[config.mk]
export PLATFORM = sky130hd
export DESIGN_NAME = ocd_decoder
export DESIGN_NICKNAME = d
export VERILOG_FILES = /design/src/inc/ocd_pkg.sv /design/src/rtl/ocd_sync.sv /design/src/rtl/ocd_decoder.sv
export SDC_FILE = /design/constraint.sdc
export NUM_CORES = 1
export LEC_CHECK = 0
export BUFFER_PORTS_ARGS = -buffer_cell sky130_fd_sc_hd__buf_2
export CORE_UTILIZATION = 40
export CTS_CLUSTER_DIAMETER = 100
export DETAILED_ROUTE_END_ITERATION = 10
export HOLD_SLACK_MARGIN = 0.12
export PLACE_DENSITY = 0.76
export SLEW_MARGIN = 20
export SYNTH_ARGS = -nofsm -noshare
export SYNTH_HDL_FRONTEND = slang
export SYNTH_HIERARCHICAL = 1
export SYNTH_SLANG_ARGS = --single-unit
[constraint.sdc]
create_clock -name sys_clk_i -period 2.28 [get_ports sys_clk_i]
set_input_delay 0.342 -clock sys_clk_i [delete_from_list [all_inputs] [get_ports sys_clk_i]]
set_output_delay 0.342 -clock sys_clk_i [all_outputs]
set_load 0.03 [all_outputs]
[src/inc/ocd_pkg.sv]
// Purpose: Shared constants for the option byte configuration decoder
// Assumes: APB with 32-bit data, one word per register
// Notes:   Field positions are bit indices within each option byte
package ocd_pkg;
    // APB register byte addresses
    localparam logic [7:0] STATUS_OFS  = 8'h00;
    localparam logic [7:0] WDG_CTL_OFS = 8'h04;
    localparam logic [7:0] ERASE_OFS   = 8'h08;

    // Option byte 0 field positions
    localparam int B0_STOP_WDG_RST = 7;
    localparam int B0_WATCHDOG_SOFTWARE_SELECT_SEL   = 6;
    localparam int B0_RSVD_HI      = 5;
    localparam int B0_RSVD_LO      = 1;
    localparam int B0_READOUT_N    = 0;

    // Option byte 1 field positions
    localparam int B1_PKG_SEL      = 7;
    localparam int B1_RST_DLY      = 6;
    localparam int B1_SRC_HI       = 5;
    localparam int B1_SRC_LO       = 4;
    localparam int B1_RANGE_HI     = 3;
    localparam int B1_RANGE_LO     = 1;
    localparam int B1_PLL_OFF      = 0;

    // Reserved bits of byte 0 as shipped from erase
    localparam logic [4:0] B0_RSVD_DEFAULT = 5'h13;

    // Clock source patterns
    localparam logic [1:0] SRC_RESONATOR = 2'h0;
    localparam logic [1:0] SRC_EXTERNAL  = 2'h3;

    // Frequency range codes
    localparam logic [2:0] RANGE_1_TO_2MHZ  = 3'h0;
    localparam logic [2:0] RANGE_2_TO_4MHZ  = 3'h1;
    localparam logic [2:0] RANGE_4_TO_8MHZ  = 3'h2;
    localparam logic [2:0] RANGE_8_TO_16MHZ = 3'h3;

    // Reset phase lengths in CPU cycles
    localparam logic [12:0] RST_DLY_LONG  = 13'h1000;
    localparam logic [12:0] RST_DLY_SHORT = 13'h0100;

    // Reset value of the software watchdog enable
    localparam logic WATCHDOG_SOFTWARE_SELECT_EN_RESET = 1'b0;

    // Erase sequencer states
    typedef enum logic [1:0] {
        ERS_IDLE = 2'b00,
        ERS_USER = 2'b01,
        ERS_OPT  = 2'b10,
        ERS_DONE = 2'b11
    } ocd_ers_e;
endpackage : ocd_pkg

[src/rtl/ocd_sync.sv]
// Purpose: Two-flop synchroniser for pin-level inputs
// Assumes: Inputs change slowly relative to sys_clk_i
// Notes:   No reset so pin levels flow through while reset is held
`timescale 1ns/100ps
`default_nettype none
module ocd_sync #(
    parameter int W = 1
) (
    input  wire logic         sys_clk_i,
    input  wire logic [W-1:0] async_i,
    output logic      [W-1:0] sync_o
);
    logic [W-1:0] meta_reg;

    initial begin
        if (W < 1) $error("ocd_sync: W must be at least 1");
    end

    // First stage feeds only the second stage
    always_ff @(posedge sys_clk_i) begin
        meta_reg <= async_i;
        sync_o   <= meta_reg;
    end
endmodule : ocd_sync
`default_nettype wire

[src/rtl/ocd_decoder.sv]
// Purpose: Decode the two option bytes into static hardware settings
// Assumes: Option bytes arrive as pin levels from the non-volatile array
// Notes:   Settings are captured while reset is held and frozen after
// Notes on behaviour
// - Option bit selects reset on stop entry
// - Option bit selects hardware or software watchdog
// - Protection active low blocks readout and writes
// - Protected erase wipes user memory first
// - Option bit selects 32 or 42/44 pins
// - Unbonded pads forced to pull-up input
// - Reset phase 4096 or 256 CPU cycles
// - Two bits select resonator or external clock
// - Three bits select frequency range
// - Option bit low enables clock doubler
// - Option bytes unmapped, reached in programming mode
//
// Design decisions made here: the address map and register access over APB.
`timescale 1ns/100ps
`default_nettype none
module ocd_decoder #(
    parameter int          PAD_W         = 32,
    parameter logic [31:0] UNBONDED_MASK = 32'hFF00_0000
) (
    input  wire logic              sys_clk_i,
    input  wire logic              rst_n_i,
    // APB slave
    input  wire logic [7:0]        paddr_i,
    input  wire logic              psel_i,
    input  wire logic              penable_i,
    input  wire logic              pwrite_i,
    input  wire logic [31:0]       pwdata_i,
    output logic      [31:0]       prdata_o,
    output logic                   pready_o,
    output logic                   pslverr_o,
    // Non-volatile option bytes and programming pins
    input  wire logic [7:0]        opt_byte0_i,
    input  wire logic [7:0]        opt_byte1_i,
    input  wire logic              prog_mode_i,
    input  wire logic              prog_erase_req_i,
    input  wire logic              user_erase_done_i,
    input  wire logic              opt_erase_done_i,
    output logic                   user_erase_start_o,
    output logic                   opt_erase_start_o,
    output logic                   erase_busy_o,
    // Core side
    input  wire logic              stop_entry_i,
    output logic                   stop_reset_o,
    output logic                   watchdog_active_o,
    output logic                   readout_block_o,
    output logic                   flash_write_block_o,
    output logic                   package_select_o,
    output logic [PAD_W-1:0]       pad_pullup_force_o,
    output logic [12:0]            reset_delay_cycles_o,
    output logic                   clock_source_ext_o,
    output logic                   clock_source_bad_o,
    output logic [2:0]             oscillator_freq_range_o,
    output logic                   osc_drive_range_valid_o,
    output logic                   pll_enable_o,
    output logic                   pll_range_warn_o
);
    logic [7:0]           byte0_sync;
    logic [7:0]           byte1_sync;
    logic [2:0]           pin_sync;
    logic [7:0]           cfg0_reg;
    logic [7:0]           cfg1_reg;
    logic                 watchdog_software_select_en_reg;
    logic                 erase_req_d_reg;
    ocd_pkg::ocd_ers_e    ers_reg;
    ocd_pkg::ocd_ers_e    ers_next;
    logic                 erase_rise;
    logic                 readout_protect;
    logic                 wr_acc;
    logic                 rd_acc;
    logic                 addr_hit;
    logic [1:0]           clock_source_type;

    initial begin
        if (PAD_W < 1 || PAD_W > 32) $error("ocd_decoder: PAD_W must be 1..32");
    end

    // Address decode used only for the error response on unmapped addresses
    function automatic logic is_mapped(input logic [7:0] a);
        is_mapped = (a == ocd_pkg::STATUS_OFS) || (a == ocd_pkg::WDG_CTL_OFS)
                 || (a == ocd_pkg::ERASE_OFS);
    endfunction : is_mapped

    // Pins from outside pass two flops before use, except opt_erase_done_i
    ocd_sync #(.W(8)) u_sync_b0 (
        .sys_clk_i (sys_clk_i),
        .async_i   (opt_byte0_i),
        .sync_o    (byte0_sync)
    );
    ocd_sync #(.W(8)) u_sync_b1 (
        .sys_clk_i (sys_clk_i),
        .async_i   (opt_byte1_i),
        .sync_o    (byte1_sync)
    );
    ocd_sync #(.W(3)) u_sync_pins (
        .sys_clk_i (sys_clk_i),
        .async_i   ({prog_mode_i, prog_erase_req_i, user_erase_done_i}),
        .sync_o    (pin_sync)
    );

    // Capture while reset is held; frozen afterwards so the core
    // never sees a setting change under it
    always_ff @(posedge sys_clk_i) begin
        if (!rst_n_i) begin
            cfg0_reg <= byte0_sync;
            cfg1_reg <= byte1_sync;
        end
    end

    // Stop entry reset only while the watchdog runs
    always_ff @(posedge sys_clk_i) begin
        if (!rst_n_i) begin
            stop_reset_o <= 1'b0;
        end else begin
            stop_reset_o <= stop_entry_i && watchdog_active_o
                         && cfg0_reg[ocd_pkg::B0_STOP_WDG_RST];
        end
    end

    // Software enable is set-only: a runaway program cannot stop it
    always_ff @(posedge sys_clk_i) begin
        if (!rst_n_i) begin
            watchdog_software_select_en_reg <= ocd_pkg::WATCHDOG_SOFTWARE_SELECT_EN_RESET;
        end else if (wr_acc && paddr_i == ocd_pkg::WDG_CTL_OFS && pwdata_i[0]) begin
            watchdog_software_select_en_reg <= 1'b1;
        end
    end

    // Hardware type forces the watchdog on
    assign watchdog_active_o = !cfg0_reg[ocd_pkg::B0_WATCHDOG_SOFTWARE_SELECT_SEL] || watchdog_software_select_en_reg;

    // Protection bit is active low
    assign readout_protect     = !cfg0_reg[ocd_pkg::B0_READOUT_N];
    assign readout_block_o     = readout_protect;
    assign flash_write_block_o = readout_protect;

    // Package and unbonded pad handling
    assign package_select_o   = cfg1_reg[ocd_pkg::B1_PKG_SEL];
    assign pad_pullup_force_o = package_select_o ? '0
                              : UNBONDED_MASK[PAD_W-1:0];

    // Reset phase length, also used on stop exit
    assign reset_delay_cycles_o = cfg1_reg[ocd_pkg::B1_RST_DLY]
                                ? ocd_pkg::RST_DLY_SHORT
                                : ocd_pkg::RST_DLY_LONG;

    // Clock source; reserved patterns are flagged, not decoded
    assign clock_source_type  = cfg1_reg[ocd_pkg::B1_SRC_HI:ocd_pkg::B1_SRC_LO];
    assign clock_source_ext_o = clock_source_type == ocd_pkg::SRC_EXTERNAL;
    assign clock_source_bad_o = clock_source_type != ocd_pkg::SRC_EXTERNAL
                             && clock_source_type != ocd_pkg::SRC_RESONATOR;

    // Range field: drive current with a resonator, else operating range
    assign oscillator_freq_range_o =
        cfg1_reg[ocd_pkg::B1_RANGE_HI:ocd_pkg::B1_RANGE_LO];
    assign osc_drive_range_valid_o =
        clock_source_type == ocd_pkg::SRC_RESONATOR;

    // Doubler enable is active low; misuse only flagged
    assign pll_enable_o     = !cfg1_reg[ocd_pkg::B1_PLL_OFF];
    assign pll_range_warn_o = pll_enable_o
                           && oscillator_freq_range_o != ocd_pkg::RANGE_2_TO_4MHZ;

    // Erase request edge, honoured only in programming mode
    always_ff @(posedge sys_clk_i) begin
        if (!rst_n_i) begin
            erase_req_d_reg <= 1'b0;
        end else begin
            erase_req_d_reg <= pin_sync[1];
        end
    end
    assign erase_rise = pin_sync[1] && !erase_req_d_reg && pin_sync[2];

    // Erase sequencer: a protected part wipes user memory before
    // the option bytes, so no secret survives the unlock
    always_comb begin
        ers_next = ers_reg;
        case (ers_reg)
            ocd_pkg::ERS_IDLE: begin
                if (erase_rise) begin
                    ers_next = readout_protect ? ocd_pkg::ERS_USER
                                               : ocd_pkg::ERS_OPT;
                end
            end
            ocd_pkg::ERS_USER: begin
                if (pin_sync[0]) ers_next = ocd_pkg::ERS_OPT;
            end
            ocd_pkg::ERS_OPT: begin
                if (opt_erase_done_i) ers_next = ocd_pkg::ERS_DONE;
            end
            ocd_pkg::ERS_DONE: begin
                ers_next = ocd_pkg::ERS_IDLE;
            end
            default: ers_next = ocd_pkg::ERS_IDLE;
        endcase
    end

    always_ff @(posedge sys_clk_i) begin
        if (!rst_n_i) begin
            ers_reg <= ocd_pkg::ERS_IDLE;
        end else begin
            ers_reg <= ers_next;
        end
    end

    // Start pulses on state entry
    always_ff @(posedge sys_clk_i) begin
        if (!rst_n_i) begin
            user_erase_start_o <= 1'b0;
            opt_erase_start_o  <= 1'b0;
        end else begin
            user_erase_start_o <= ers_reg != ocd_pkg::ERS_USER
                               && ers_next == ocd_pkg::ERS_USER;
            opt_erase_start_o  <= ers_reg != ocd_pkg::ERS_OPT
                               && ers_next == ocd_pkg::ERS_OPT;
        end
    end
    assign erase_busy_o = ers_reg != ocd_pkg::ERS_IDLE;

    // APB: zero wait states, unmapped addresses answer with an error;
    // the option bytes themselves have no address here
    assign wr_acc    = psel_i && penable_i && pwrite_i;
    assign rd_acc    = psel_i && !penable_i && !pwrite_i;
    assign addr_hit  = is_mapped(paddr_i);
    assign pready_o  = 1'b1;
    assign pslverr_o = psel_i && penable_i && !addr_hit;

    // Read data registered in the setup cycle
    always_ff @(posedge sys_clk_i) begin
        if (!rst_n_i) begin
            prdata_o <= 32'h0000_0000;
        end else if (rd_acc) begin
            case (paddr_i)
                ocd_pkg::STATUS_OFS: prdata_o <= {16'h0000, pll_range_warn_o,
                    clock_source_bad_o, watchdog_active_o, readout_protect,
                    package_select_o, cfg1_reg[ocd_pkg::B1_RST_DLY],
                    clock_source_type, oscillator_freq_range_o,
                    pll_enable_o, cfg0_reg[ocd_pkg::B0_STOP_WDG_RST],
                    cfg0_reg[ocd_pkg::B0_WATCHDOG_SOFTWARE_SELECT_SEL], stop_reset_o, 1'b0};
                ocd_pkg::WDG_CTL_OFS: prdata_o <= {31'h0000_0000, watchdog_software_select_en_reg};
                ocd_pkg::ERASE_OFS: prdata_o <= {29'h0000_0000, pin_sync[2],
                    ers_reg};
                default: prdata_o <= 32'h0000_0000;
            endcase
        end
    end
endmodule : ocd_decoder
`default_nettype wire

# Yosys cells after proc, flatten, opt, wreduce, memory -nomap -nowiden
# Index checks and enable logic that the tools add are counted.
# op_classes
n_eq_ne	12
n_mux	8
n_reduce_logical	30
# op_table
op	n
16-bit case mux with 3 select lines	1
32-bit 2-to-1 mux	1
1-bit logical AND	15
13-bit 2-to-1 mux	1
2-bit == test (second input constant)	4
8-bit by 3-bit == test with 1-bit output (second input constant)	1
8-bit by 4-bit == test with 1-bit output (second input constant)	1
8-bit logical NOT	1
2-bit 2-to-1 mux	4
2-bit case mux with 4 select lines	1
1-bit logical NOT	7
2-bit by 1-bit == test with 1-bit output (second input constant)	2
2-bit logical NOT	2
2-bit inequality test (second input constant)	2
2-bit nonzero test	2
1-bit logical OR	3
3-bit by 1-bit inequality test with 1-bit output (second input constant)	1
2-bit by 1-bit inequality test with 1-bit output (second input constant)	1
# totals
register_bits	93
output_inout_bits	95
word_cells	65

# Logic depth before layout (Yosys ltp)
# logic_depth
ltp_word	7
depth_mapped	5

# Cells and area by module
# Netlist, hierarchy kept.
# modules_own_cells
module	instances	cells_per_inst	area_each_um2
ocd_decoder	1	176	1823.0
ocd_sync at u_sync_b0 ...	2	16	320.3
ocd_sync at u_sync_pins	1	6	120.1

# Least setup slack after synthesis
# No wires, ideal clock.
# synth_path
path_kind	input -> output
startpoint	input paddr_i[1]
endpoint	output pslverr_o
arrival_ns	1.199
t_required_ns	1.938
path_slack_ns	0.739
cell_stages	3
path_buffers	0
path_cell_list	or4_4 > nor2_1 > a21oi_1
# synth_via
elab_chain_len	5
# synth_rtl
element	line	rtl
start, declared	ocd_decoder.sv:27	input wire logic [7:0] paddr_i,
8-bit by 3-bit == test with 1-bit output or 8-bit logical NOT (tied branches)	ocd_decoder.sv:83	is_mapped = (a == ocd_pkg::STATUS_OFS) || (a == ocd_pkg::WDG_CTL_OFS)
1-bit logical OR	ocd_decoder.sv:83	
1-bit logical OR (*)	ocd_decoder.sv:84	|| (a == ocd_pkg::ERASE_OFS);
1-bit logical NOT (*)	ocd_decoder.sv:229	assign pslverr_o = psel_i && penable_i && !addr_hit;
1-bit logical AND (*)	ocd_decoder.sv:229	
end, declared	ocd_decoder.sv:34	output logic pslverr_o,
# Every way passes the cells marked *; elsewhere a longest branch is shown, timed or not.

# Final worst setup path
# Ends and elaborated chain as after synthesis.

==> flow_summary.yaml <==
floorplanning:
  ios: 161
  start_util_pct: 42.5
  fp.dieH_um: 79.2
  coreArea_mm2: 0.00561
  die_area_mm2: 0.00627
  die_w_um: 79.2
  rows: 27
routing:
  vias: 1489
  drt-pass1-iter-count: 5
  wl_mm: 3.71
  viasPerCell: 4.11
  drt_iter0_drc: 55
  ant_nets: 0
  route.detailed.wl_per_inst_um: 10.3
  detail_route.drc_violations: 0
run_status:
  status: "finished clean"
critical_path:
  r2r-start: "ers_reg[0]"
  start_kind: "primary input"
  worstSetupEndpointType: "output pin"
  reg2regPathDepth: 3
  required_ns: 1.94
  critPathMaxFanout: 2
  r2r_slack_ns: 1.08
  crit_arrival_ns: 1.42
  startpoint: "paddr_i[1]"
  critical_path_class: "in2out"
  r2r-end: "user_erase_start_o"
timing:
  hold_violations: 0
  layout_setup_ws_ns: 0.513
  slew_headroom_pct: 43.2
  finalSetupViolations: 0
  tns_ns: 0
  rsz0062_at_grt: "no"
  max_freq_ghz: 0.566
  report.final.slew_viol_count: 0
  period_share_pct: 77.5
  tightestPinTransition_ns: 0.849
  fin_crit_ns: 1.77
  fin_skew_ns: 0.00530
synthesis:
  syn-cell-area_mm2: 0.00238
  synth_cells: 204
  avgSynthCellArea_um2: 11.7
  synth_warnings: 6
clock_tree:
  clockBufferDepth: 2
  cts_max_level: 3
  ctsHoldBuffers: 14
  clk_latency_ns: 0.33
  clk_pin_slew_ns: 0.06
  root_buffer: "clkbuf_8"
  post-cts-setup-buffers: 0
  post_cts_resized: 0
  cts.sinks: 62
  numCtsBuffers: 9
  cts_tree: "built"
final_layout:
  final_area_mm2: 0.00284
  mostFrequentLayoutCells: "72 x buf_2, 52 x conb_1, 51 x dfxtp_1"
  nets: 353
  multi_input_area_um2: 688
  fillers: 520
  post_layout_nonfiller_instances: 362
  syn_to_final_growth_pct: 19.3
  final_common_cell: "buf_2"
  regMostFlops: "prdata_o"
  seqCellArea_mm2: 0.00135
  drive_gt1_share_pct: 37.6
  largest_reg_flops: 16
  diodes: 0
global_route:
  grt_pass1_wl_mm: 5.54
  grt_usage_pct: 12.2
  grt_pass1_vias: 1220
  antenna_found_initial: 0
  grt_overflow_total: 0
  grt_start_max_net_pins: 16
hold_path:
  holdPathEnd: "stop_reset_o"
  hold_class: "in2reg"
  hp-start: "stop_entry_i"
  whs_path_depth: 3
place:
  port_buffers: 72
  gp_congestion: 0.753
  postPlaceCellArea_mm2: 0.00253
  dp_cells: 332
  dp_slack_ns: 0.517
  place_hpwl_mm: 2.65
power_and_ir_drop:
  pwr_density_cell_mw_per_mm2: 806
  p_leak_nw: 1.39
  peakVddDrop_mv: 0.447
  finalPower_mw: 2.29
run:
  maxCapViolCount: 0
area by class of cell:
type / count / share of cell area (%)
Multi-Input combinational cell: 117 / 24.2
Inverter: 8 / 1.06
Timing Repair Buffer: 87 / 17.9
Clock inverter: 4 / 0.748
Sequential cell: 62 / 47.5
Clock buffer: 12 / 5.46
Tap cell: 72 / 3.17
how the worst max path moves through the flow:
stage,endpoint,depth (start not counted)
5_1_grt,pslverr_o,5
2_1_floorplan,pslverr_o,3
4_1_cts,pslverr_o,5
6_report,pslverr_o,5
3_3_place_gp,pslverr_o,5
3_5_place_dp,pslverr_o,5
metal layers:
layer  global-route usage [%]  up-vias  part of all wire [%]
met4                     7.64        0                   1.2
met3                     4.94        5                   9.0
li1                         -      738                     -
met5                        0        -                     0
met2                     19.1       89                    48
met1                     13.7      657                    41
through the flow:
stage	hold WS (ns)	util (%)
after floorplan	0.310	-
after global placement	0.310	45.1
after detailed placement	0.312	45.1
after CTS	0.248	50.7
after global routing	0.256	50.7
final	0.272	50.7
critical path, stage by stage:
cell and delay, ns:
buf_2 0.11, or4_4 0.54, nor2_1 0.16, a21oi_1 0.10, buf_2 0.18
power by group:
| group | internal, mW | switching, mW | leakage, nW | total, mW |
|---|---|---|---|---|
| combinational | 0.0720 | 0.223 | 0.770 | 0.295 |
| sequential | 1.16 | 0.0177 | 0.530 | 1.18 |
| clock | 0.446 | 0.376 | 0.0898 | 0.822 |
| total | 1.68 | 0.617 | 1.39 | 2.29 |
No activity file was read; power rests on OpenSTA's default activity.
